**config.mk**
```make
export PLATFORM = sky130hd
export DESIGN_NAME = serial_shift_output_port
export DESIGN_NICKNAME = d
export VERILOG_FILES = /design/src/verilog/shift_port_pkg.sv /design/src/verilog/serial_shift_output_port.sv
export SDC_FILE = /design/constraint.sdc
export NUM_CORES = 1
export LEC_CHECK = 0
export BUFFER_PORTS_ARGS = -buffer_cell sky130_fd_sc_hd__buf_2
export CAP_MARGIN = 5
export CORE_ASPECT_RATIO = 1.1
export CORE_MARGIN = 2
export CORE_UTILIZATION = 35
export DETAILED_ROUTE_END_ITERATION = 12
export GPL_TIMING_DRIVEN = 0
export HOLD_SLACK_MARGIN = 0.03
export SYNTH_ARGS = -nofsm -noshare
export SYNTH_HDL_FRONTEND = slang
export SYNTH_SLANG_ARGS = --single-unit
```
**constraint.sdc**
```tcl
create_clock -name aclk -period 3.9 [get_ports aclk]
set_input_delay 0.78 -clock aclk [delete_from_list [all_inputs] [get_ports aclk]]
set_output_delay 0.78 -clock aclk [all_outputs]
set_load 0.02 [all_outputs]
```
**src/verilog/shift_port_pkg.sv**
```systemverilog
// Constants and types for the serial shift output port.
// Assumes a single 50 MHz interface clock and an AXI4-Lite register master.
package shift_port_pkg;

    // Register byte addresses
    localparam logic [3:0] ADDR_OUT   = 4'h0;
    localparam logic [3:0] ADDR_CFG   = 4'h4;
    localparam logic [3:0] ADDR_ROUTE = 4'h8;

    // Pin configuration register fields
    localparam int CFG_MODE_BIT = 0;
    localparam int CFG_FLAG_BIT = 1;
    localparam int CFG_BUSY_BIT = 2;
    localparam int CFG_DIV0_LSB = 8;
    localparam int CFG_DIV1_LSB = 16;
    localparam int DIV_W        = 5;

    // Core output register fields
    localparam int OUT_LOAD_A_BIT = 29;
    localparam int OUT_LOAD_B_BIT = 30;
    localparam int OUT_ENABLE_BIT = 31;
    localparam int PIN_DATA       = 0;
    localparam int PIN_CLK        = 1;
    localparam int SHADOW_W       = 16;

    // Reset values
    localparam logic [DIV_W-1:0] DIV_RST     = 5'h00;
    localparam logic [31:0]      ROUTE_RST   = 32'h0000_0000;
    localparam logic [15:0]      SHADOW_RST  = 16'h0000;

    // Divider steps in half-divisor units
    localparam logic [6:0] DIV0_STEP = 7'h04;
    localparam logic [6:0] DIV1_STEP = 7'h02;
    localparam logic [6:0] DIV_BASE  = 7'h02;

    localparam logic [1:0] RESP_OKAY   = 2'h0;
    localparam logic [1:0] RESP_SLVERR = 2'h2;

    typedef enum logic [0:0] {ENG_IDLE, ENG_RUN} eng_state_e;

    typedef struct packed {
        logic [DIV_W-1:0] div_second;
        logic [DIV_W-1:0] div_first;
        logic             shift_mode;
    } cfg_s;

endpackage

```
**src/verilog/serial_shift_output_port.sv**
```systemverilog
// Output stage of one real-time core: direct outputs or ping-pong shift-out.
// Assumes an AXI4-Lite master on aclk; pins go to an external serial receiver.
//
// Decided for this implementation: the register offsets and register access over AXI4-Lite.

// Functional notes
// - Direct mode: output register drives all routed pins
// - Output register has no reset value
// - Shift mode: data on pin 0, clock pin 1
// - Shift clock from two cascaded half-step dividers
// - Divider field equals twice divisor minus two
// - Shift clock generator always runs internally
// - Clock pin driven only in shift mode
// - Two 16-bit shadow buffers used ping-pong
// - Bits 29/30 load buffers while set
// - Bit 31 starts shifting from buffer a
// - Without reload, old contents keep repeating
// - Clearing bit 31 finishes buffer, then idles
// - Routed pins 2..15 show written value
// - Flag 1 frees buffer a, 0 frees b
// - Direct mode default; one mode at once
module serial_shift_output_port
    import shift_port_pkg::*;
(
    input  wire logic        aclk,
    input  wire logic        aresetn,
    input  wire logic [3:0]  s_axi_awaddr,
    input  wire logic        s_axi_awvalid,
    output logic             s_axi_awready,
    input  wire logic [31:0] s_axi_wdata,
    input  wire logic [3:0]  s_axi_wstrb,
    input  wire logic        s_axi_wvalid,
    output logic             s_axi_wready,
    output logic [1:0]       s_axi_bresp,
    output logic             s_axi_bvalid,
    input  wire logic        s_axi_bready,
    input  wire logic [3:0]  s_axi_araddr,
    input  wire logic        s_axi_arvalid,
    output logic             s_axi_arready,
    output logic [31:0]      s_axi_rdata,
    output logic [1:0]       s_axi_rresp,
    output logic             s_axi_rvalid,
    input  wire logic        s_axi_rready,
    output logic [31:0]      gpo_pins,
    output logic [31:0]      pin_route_sel
);

    function automatic logic [31:0] merge(input logic [31:0] old,
                                          input logic [31:0] nw,
                                          input logic [3:0]  strb);
        logic [31:0] r;
        r = old;
        for (int i = 0; i < 4; i++) begin
            if (strb[i]) begin
                r[i*8 +: 8] = nw[i*8 +: 8];
            end
        end
        return r;
    endfunction

    logic [31:0]   out_q;
    cfg_s          cfg_q;
    logic [31:0]   route_q;
    logic [15:0]   buf_a_q;
    logic [15:0]   buf_b_q;
    eng_state_e    state_q;
    logic [3:0]    bit_q;
    logic          cur_q;
    logic          data_q;
    logic          sclk_q;
    logic [6:0]    acc0_q;
    logic [6:0]    acc1_q;
    logic          tick0_q;
    logic          aw_full_q;
    logic          w_full_q;
    logic [3:0]    aw_addr_q;
    logic [31:0]   w_data_q;
    logic [3:0]    w_strb_q;
    logic          wr_fire;
    logic          fall;
    logic          enable;
    logic [6:0]    lim0;
    logic [6:0]    lim1;
    logic [6:0]    sum0;
    logic [6:0]    sum1;
    logic [31:0]   pins_d;
    logic [15:0]   act_buf;

    // Write channel: address and data taken in either order
    assign wr_fire = aw_full_q && w_full_q && !s_axi_bvalid;

    always_ff @(posedge aclk) begin
        if (!aresetn) begin
            aw_full_q     <= 1'b0;
            aw_addr_q     <= 4'h0;
            s_axi_awready <= 1'b0;
        end else begin
            s_axi_awready <= !aw_full_q && !s_axi_awready && !s_axi_bvalid;
            if (s_axi_awvalid && s_axi_awready) begin
                aw_full_q     <= 1'b1;
                aw_addr_q     <= s_axi_awaddr;
                s_axi_awready <= 1'b0;
            end else if (wr_fire) begin
                aw_full_q <= 1'b0;
            end
        end
    end

    always_ff @(posedge aclk) begin
        if (!aresetn) begin
            w_full_q     <= 1'b0;
            w_data_q     <= 32'h0000_0000;
            w_strb_q     <= 4'h0;
            s_axi_wready <= 1'b0;
        end else begin
            s_axi_wready <= !w_full_q && !s_axi_wready && !s_axi_bvalid;
            if (s_axi_wvalid && s_axi_wready) begin
                w_full_q     <= 1'b1;
                w_data_q     <= s_axi_wdata;
                w_strb_q     <= s_axi_wstrb;
                s_axi_wready <= 1'b0;
            end else if (wr_fire) begin
                w_full_q <= 1'b0;
            end
        end
    end

    always_ff @(posedge aclk) begin
        if (!aresetn) begin
            s_axi_bvalid <= 1'b0;
            s_axi_bresp  <= RESP_OKAY;
        end else if (wr_fire) begin
            s_axi_bvalid <= 1'b1;
            s_axi_bresp  <= (aw_addr_q == ADDR_OUT || aw_addr_q == ADDR_CFG
                             || aw_addr_q == ADDR_ROUTE) ? RESP_OKAY : RESP_SLVERR;
        end else if (s_axi_bready) begin
            s_axi_bvalid <= 1'b0;
        end
    end

    // No reset: firmware must write it before routing pins to the core
    always_ff @(posedge aclk) begin
        if (wr_fire && aw_addr_q == ADDR_OUT) begin
            out_q <= merge(out_q, w_data_q, w_strb_q);
        end
    end

    always_ff @(posedge aclk) begin
        if (!aresetn) begin
            cfg_q <= '{div_second: DIV_RST, div_first: DIV_RST, shift_mode: 1'b0};
        end else if (wr_fire && aw_addr_q == ADDR_CFG) begin
            if (w_strb_q[0]) begin
                cfg_q.shift_mode <= w_data_q[CFG_MODE_BIT];
            end
            if (w_strb_q[1]) begin
                cfg_q.div_first <= w_data_q[CFG_DIV0_LSB +: DIV_W];
            end
            if (w_strb_q[2]) begin
                cfg_q.div_second <= w_data_q[CFG_DIV1_LSB +: DIV_W];
            end
        end
    end

    always_ff @(posedge aclk) begin
        if (!aresetn) begin
            route_q <= ROUTE_RST;
        end else if (wr_fire && aw_addr_q == ADDR_ROUTE) begin
            route_q <= merge(route_q, w_data_q, w_strb_q);
        end
    end

    // Read channel
    always_ff @(posedge aclk) begin
        if (!aresetn) begin
            s_axi_arready <= 1'b0;
            s_axi_rvalid  <= 1'b0;
            s_axi_rdata   <= 32'h0000_0000;
            s_axi_rresp   <= RESP_OKAY;
        end else begin
            s_axi_arready <= !s_axi_rvalid && !s_axi_arready;
            if (s_axi_arvalid && s_axi_arready) begin
                s_axi_arready <= 1'b0;
                s_axi_rvalid  <= 1'b1;
                s_axi_rresp   <= RESP_OKAY;
                s_axi_rdata   <= 32'h0000_0000;
                case (s_axi_araddr)
                    ADDR_OUT: begin
                        s_axi_rdata <= out_q;
                    end
                    ADDR_CFG: begin
                        s_axi_rdata[CFG_MODE_BIT]              <= cfg_q.shift_mode;
                        s_axi_rdata[CFG_FLAG_BIT]              <= cur_q;
                        s_axi_rdata[CFG_BUSY_BIT]              <= (state_q == ENG_RUN);
                        s_axi_rdata[CFG_DIV0_LSB +: DIV_W]     <= cfg_q.div_first;
                        s_axi_rdata[CFG_DIV1_LSB +: DIV_W]     <= cfg_q.div_second;
                    end
                    ADDR_ROUTE: begin
                        s_axi_rdata <= route_q;
                    end
                    default: begin
                        s_axi_rresp <= RESP_SLVERR;
                    end
                endcase
            end else if (s_axi_rready) begin
                s_axi_rvalid <= 1'b0;
            end
        end
    end

    // Shift clock: two fractional accumulators counted in half-divisor units.
    // Toggle rate is 2/(d0*d1) per aclk, with d0 saturating at 2 (at most one first-stage tick per aclk).
    assign lim0 = {2'b00, cfg_q.div_first} + DIV_BASE;
    assign lim1 = {2'b00, cfg_q.div_second} + DIV_BASE;
    assign sum0 = acc0_q + DIV0_STEP;
    assign sum1 = acc1_q + DIV1_STEP;

    always_ff @(posedge aclk) begin
        if (!aresetn) begin
            acc0_q  <= 7'h00;
            tick0_q <= 1'b0;
        end else if (sum0 >= lim0) begin
            acc0_q  <= (sum0 - lim0 >= lim0) ? 7'h00 : sum0 - lim0;
            tick0_q <= 1'b1;
        end else begin
            acc0_q  <= sum0;
            tick0_q <= 1'b0;
        end
    end

    // Runs regardless of mode or enable
    always_ff @(posedge aclk) begin
        if (!aresetn) begin
            acc1_q <= 7'h00;
            sclk_q <= 1'b0;
        end else if (tick0_q) begin
            if (sum1 >= lim1) begin
                acc1_q <= sum1 - lim1;
                sclk_q <= !sclk_q;
            end else begin
                acc1_q <= sum1;
            end
        end
    end

    assign fall = tick0_q && (sum1 >= lim1) && sclk_q;

    // Shadow buffers follow the low half while their strobe is held
    always_ff @(posedge aclk) begin
        if (!aresetn) begin
            buf_a_q <= SHADOW_RST;
            buf_b_q <= SHADOW_RST;
        end else begin
            if (out_q[OUT_LOAD_A_BIT]) begin
                buf_a_q <= out_q[SHADOW_W-1:0];
            end
            if (out_q[OUT_LOAD_B_BIT]) begin
                buf_b_q <= out_q[SHADOW_W-1:0];
            end
        end
    end

    assign enable  = out_q[OUT_ENABLE_BIT] && cfg_q.shift_mode;
    assign act_buf = cur_q ? buf_b_q : buf_a_q;

    // Shift engine; data only moves while the clock falls
    always_ff @(posedge aclk) begin
        if (!aresetn) begin
            state_q <= ENG_IDLE;
            bit_q   <= 4'h0;
            cur_q   <= 1'b0;
            data_q  <= 1'b0;
        end else if (fall) begin
            case (state_q)
                ENG_IDLE: begin
                    if (enable) begin
                        state_q <= ENG_RUN;
                        bit_q   <= 4'h0;
                        cur_q   <= 1'b0;
                        data_q  <= buf_a_q[0];
                    end
                end
                ENG_RUN: begin
                    if (bit_q != 4'hF) begin
                        bit_q  <= bit_q + 4'h1;
                        data_q <= act_buf[bit_q + 4'h1];
                    end else if (enable) begin
                        bit_q  <= 4'h0;
                        cur_q  <= !cur_q;
                        data_q <= cur_q ? buf_a_q[0] : buf_b_q[0];
                    end else begin
                        state_q <= ENG_IDLE;
                        bit_q   <= 4'h0;
                        cur_q   <= 1'b0;
                        data_q  <= 1'b0;
                    end
                end
                default: begin
                    state_q <= ENG_IDLE;
                end
            endcase
        end
    end

    // Pin mapping; unrouted pins are forced low
    always_comb begin
        pins_d = out_q;
        if (cfg_q.shift_mode) begin
            pins_d[PIN_DATA] = data_q;
            pins_d[PIN_CLK]  = sclk_q;
        end
    end

    always_ff @(posedge aclk) begin
        if (!aresetn) begin
            gpo_pins      <= 32'h0000_0000;
            pin_route_sel <= ROUTE_RST;
        end else begin
            gpo_pins      <= pins_d & route_q;
            pin_route_sel <= route_q;
        end
    end

endmodule

```
; After elaboration in Yosys (flattened, before gate mapping)
; Index checks and enable logic that the tools add are counted.
[word_totals]
register_bits = 277
inputBits = 51
elab_cells = 146
out_inout_bits = 105
[classes]
n_reduce_logical = 51
mux = 38
n_bitwise = 3
order_cmp = 4
n_eq_ne = 7
n_addsub = 7
[op_table]
columns = op, n
row1 = $and A32 B32 Y32, 1
row2 = $pmux W5 S3, 2
row3 = $reduce_and A2 Y1, 13
row4 = $pmux W11 S2, 1
row5 = $ge A7 B6 Y1, 3
row6 = $mux W7, 3
row7 = $mux W1, 18
row8 = $logic_and A1 B1 Y1, 16
row9 = $mux W16, 1
row10 = $sub A7 B6 Y7, 2
row11 = $add A5 B2 Y6 const B, 2
row12 = $pmux W5 S2, 1
row13 = $logic_not A1 Y1, 9
row14 = $pmux W3 S3, 1
row15 = $eq A4 B3 Y1 const B, 2
row16 = $eq A4 B4 Y1 const B, 2
row17 = $logic_not A4 Y1, 2
row18 = $mux W4, 2
row19 = $pmux W4 S2, 1
row20 = $reduce_bool A2 Y1, 4
row21 = $add A7 B2 Y7 const B, 1
row22 = $add A7 B3 Y7 const B, 1
row23 = $mux W2, 3
row24 = $pmux W1 S2, 3
row25 = 11 further kinds, 16

; Longest topological paths before layout
[logic_depth]
word_depth = 5
depth_mapped = 14
ltp_nobuf = 14

; Worst setup path before layout
; No wires, ideal clock.
[synth_path]
path_type = flip-flop to flip-flop
startpoint = register cfg_q[2] (netlist name)
endpoint = register acc0_q[0]
required_ps = 3825
stages_incl_launch_ff = 14
setup_time_ps = 75
t_arrival_ps = 2843
period_less_slack_ps = 2917
setup_slack_ps = 983
path_buffers = 0
path_cell_list = dfxtp_1 > ha_1 > xnor2_1 > ha_1 > a21oi_1 > nand2_1 > a21oi_1 > xnor2_1 > ha_1 > o21ai_0 > nor3_1 > a2111o_1 > or3_4 > o22ai_1
[synth_via]
elab_chain_cells = 5
word_cells_on_any_way = 6
classes_between = add/sub: 2 / order compare: 2 / mux: 2
[synth_lines]
columns = element, line_no
row1 = "start, declared", serial_shift_output_port.sv:62  ; cfg_s cfg_q;
row2 = "start signal, assigned", serial_shift_output_port.sv:150  ; cfg_q <= '{div_second: DIV_RST, div_first: DIV_RST, shift_mode: 1'b0};
row3 = $add A5 B2 Y6 *, serial_shift_output_port.sv:212  ; assign lim0 = {2'b00, cfg_q.div_first} + DIV_BASE;
row4 = $sub A7 B6 Y7, serial_shift_output_port.sv:222  ; acc0_q <= (sum0 - lim0 >= lim0) ? 7'h00 : sum0 - lim0;
row5 = $ge A7 B6 Y1, serial_shift_output_port.sv:222
row6 = $mux W7, serial_shift_output_port.sv:222
row7 = $mux W7 *, serial_shift_output_port.sv:221  ; end else if (sum0 >= lim0) begin
row8 = "end signal, assigned", serial_shift_output_port.sv:222
row9 = "end signal, assigned", serial_shift_output_port.sv:225  ; acc0_q <= sum0;
row10 = "end, declared", serial_shift_output_port.sv:71  ; logic [6:0] acc0_q;
; Every way passes the cells marked *; elsewhere a longest branch is shown, timed or not.
; A chain may end at the register's enable or synchronous reset.

; Worst setup path after layout
[layout_path]
startpoint = register cfg_q[2] (netlist name)
endpoint = register acc0_q[2]
; The elaborated chain is that of the path after synthesis.

==> impl_results.md <==
- Residual DRC: 0
- Capturing point of the worst reg2reg path: acc0_q[2]
- Ys async rst share: 0
- Min cycle time layout: 3.54 ns
- Worst hold slack: 0.446 ns
- Reg clk slew, reported paths: 0.06 ns
- Main flop type after synthesis: dfxtp_1
- Xor/xnor share of the synthesized area: 0.0231
- Clock Sinks: 275
- Critical R2R Launch: cfg_q[2]
- Adder-cell area share of the yosys netlist: 0.0283
- Postcts setup bufs: 0
- Synth unique cells: 60
- Die Ht: 187 µm
- Setup TNS: 0 ns
- # setup viols final: 0
- Syn Std Cell Area: 10,700 µm²
- Post-synthesis sequential area ratio: 0.544
- Num rows: 67
- Slew HR: 0.254
- Drt initial violations: 653
- Final-report max-slew violation count: 0
- RSZ-0062 raised after global routing: no
- Crit path required time: 4.39 ns
- Hold path startpoint: s_axi_rvalid
- Flop pwr share: 0.445
- RD Place Congestion: 0.877
- Skew-Pair Late Insertion Delay: 0.55 ns
- Leak: 5.27 nW
- Vias per inst: 5.07
- Placed insts: 1,657
- Die area: 32,000 µm²
- CP arrival: 4.04 ns
- Area contributors post-synth: dfxtp_1, edfxtp_1, nand2_1
- Critical Path Sink Type: register
- Post-synthesis simple-gate area fraction: 0.194
- Comb pwr share: 0.134
- NetSw: 1.77 mW
- Vias post-DR: 8,683
- CTS Buffer Depth: 3
- Warnings, synthesis: 0
- Congestion Overflow GR: 0
- Worst hold path depth: 1
- Max cap viols: 0
- First-pass GRT wire length: 48,400 µm
- Gate Count Post-Synth: 1,087
- Drt pass-1 iters: 5
- Status: finished clean
- Net Sw Frac: 0.259
- Post-Route WL: 31,800 µm
- CTS Buf Count: 29
- Port bufs: 152
- Endpoints failing hold: 0
- Hold Crit Class: register to register
- Post-synth EDFFs: 32
- Crit path max fanout: 7
- Total power: 6.83 mW
- Core Area: 30,300 µm²
- Syn Area/Cell: 9.85 µm²
- Main combinational cell family by area after synthesis: simple AND/OR/NAND/NOR gates
- Multiplexer area fraction after synthesis: 0.0713
- Synthesized flop and latch total: 275
- Dominant cell type by area after synthesis: dfxtp_1
- Initial Util: 0.354
- Total GRT Usage: 0.196
- Post-synth top area share: 0.455
- Number of gates resized after cts: 0
- PwrDens: 524 nW/µm²
- Die W: 171 µm
- Initial antenna violation count: 0
- CP Launch Type: register
- R2R Setup Slk: 0.36 ns
- Share of layout cells above drive strength 1: 0.190
- TritonCTS clock tree: done
- Final nets: 1,348
- Clock Skew: 0.0190 ns
- Kind of critical path: register to register
- Cells on worst reg2reg path: 13
- Worst-margin pin slew: 1.12 ns
- Max Freq: 0.282 GHz
- Clock network power share: 0.421
- Post-DP HPWL: 23,500 µm
- # diodes: 0
- CTS H-Tree Depth: 1
- Boundary Pins: 156
- Hold worst-path end: s_axi_arready
- Wire per inst: 18.6 µm
- Vias in the first global route: 8,522
- Final worst path period share: 0.909
- Internal power: 5.06 mW
- Area growth syn-to-layout: 21.8%
- Clk root buf: clkbuf_16
- Cts-stage hold buffer count: 0
- Complex-gate fraction of the synthesized area: 0.106
- Final ANT Viol Nets: 0
- Largest net degree at the start of global routing: 15
- Non-filler cells, final: 1,711
- Maximum vdd drop: 274 µV
==> kinds of logic after synthesis <==
logic type | count (synthesis)
muxes | 62
xor gates and xnor gates | 24
AOI/OAI and AO/OA | 180
adders and majority gates | 23
DFF | 275
and+or+nand+nor | 434
other | 1
buffers and inverters | 88
==> flip-flops by register name, indices dropped and copies added (netlist names), 4 cells and up <==
name and cells:
gpo_pins 32, out_q 32, pin_route_sel 32, route_q 32, s_axi_rdata 32, w_data_q 32
buf_a_q 16, buf_b_q 16, cfg_q 11, acc0_q 7, acc1_q 7, aw_addr_q 4
bit_q 4, w_strb_q 4
==> area by class of cell <==
| cell class | instances | area (µm²) |
|---|---|---|
| Timing Repair Buffer | 154 | 777 |
| Clock inverter | 9 | 108 |
| Multi-Input combinational cell | 726 | 4550 |
| Sequential cell | 275 | 5830 |
| Tap cell | 414 | 518 |
| Buffer | 69 | 273 |
| Clock buffer | 45 | 917 |
| Fill cell | 2995 | 17200 |
| Inverter | 19 | 71.3 |
==> critical path, cell delays in order, from the launching register on <==
cell and delay [ns]:
dfxtp_1 0.51, ha_1 0.24, xnor2_1 0.17, ha_1 0.34
a21oi_1 0.22, nand2_1 0.08, a21oi_1 0.19, xnor2_1 0.20
ha_1 0.30, o21ai_0 0.10, nor3_1 0.09, a2111o_1 0.40
nor3_1 0.41, a22o_1 0.23
==> cells in the mapped netlist (all sizes together) (4+ instances only) <==
| cell type | n |
|---|---|
| dfxtp | 243 |
| nand2 | 143 |
| a21oi | 105 |
| nor2 | 84 |
| nand3 | 61 |
| clkbuf | 56 |
| nor3 | 45 |
| and2 | 39 |
| mux2i | 38 |
| and3 | 33 |
| a221oi | 32 |
| edfxtp | 32 |
| ha | 21 |
| inv | 19 |
| xnor2 | 15 |
| mux2 | 14 |
| buf | 13 |
| mux4 | 10 |
| o21ai | 10 |
| xor2 | 9 |
| nand2b | 5 |
| nor2b | 5 |
| nor3b | 5 |
| or3 | 5 |
| a21o | 4 |
| o21a | 4 |
==> layout by cell type (no fill, tap or decap), types with 3 or more instances in the layout <==
cell	count
dfxtp_1	243
o21ai_0	10
nand2b_1	5
mux2_2	13
o21a_1	4
a21o_1	4
nand2_1	143
edfxtp_1	32
a221oi_1	32
ha_1	21
nor3b_1	4
a22o_1	3
xor2_1	9
xnor2_1	13
buf_2	158
nor2b_1	5
a311oi_1	3
and2_1	39
buf_1	6
conb_1	3
o22ai_1	3
clkbuf_1	60
mux4_2	10
a21oi_1	105
inv_1	18
clkbuf_16	30
or3_1	4
nor2_1	84
and3_1	33
nand3_1	59
nor3_1	43
clkbuf_8	11
mux2i_1	38
clkinv_2	3
==> routing by layer <==
layer | GRT usage | vias to the layer above | share of wire
li1 | - | 4192 | -
met1 | 0.263 | 4164 | 0.44
met2 | 0.334 | 284 | 0.49
met3 | 0.0252 | 43 | 0.055
met4 | 0.0467 | 0 | 0.017
met5 | 0 | - | 0
==> power by group through the flow <==
stage	Combinational [mW]	Clock, mW	Sequential [mW]
6_report	0.913	2.88	3.04
5_1_grt	1.01	3.04	3.05
4_1_cts	0.900	2.92	3.04
3_5_place_dp	0.895	0	3.10
3_3_place_gp	0.881	0	3.10
2_1_floorplan	0.624	0	3.10
==> worst max-delay path by stage <==
stage / from / end / slack (ns)
final: cfg_q[2] / acc0_q[2] / 0.36
after global routing: cfg_q[2] / acc0_q[2] / 0.23
after CTS: cfg_q[2] / acc0_q[2] / 0.47
after detailed placement: cfg_q[2] / acc0_q[4] / 0.52
after global placement: s_axi_araddr[2] / s_axi_rdata[24] / 0.46
after floorplan: cfg_q[2] / acc0_q[0] / 0.98
==> per-stage QoR <==
stage	cell area, µm²	worst slack (ns)	utilization
6_report	13000	0.355	0.431
5_1_grt	13000	0.227	0.431
4_1_cts	13000	0.471	0.431
3_5_place_dp	12000	0.516	0.397
3_3_place_gp	12000	0.455	0.396
2_1_floorplan	10700	0.983	-
No activity file was read; power rests on OpenSTA's default activity.
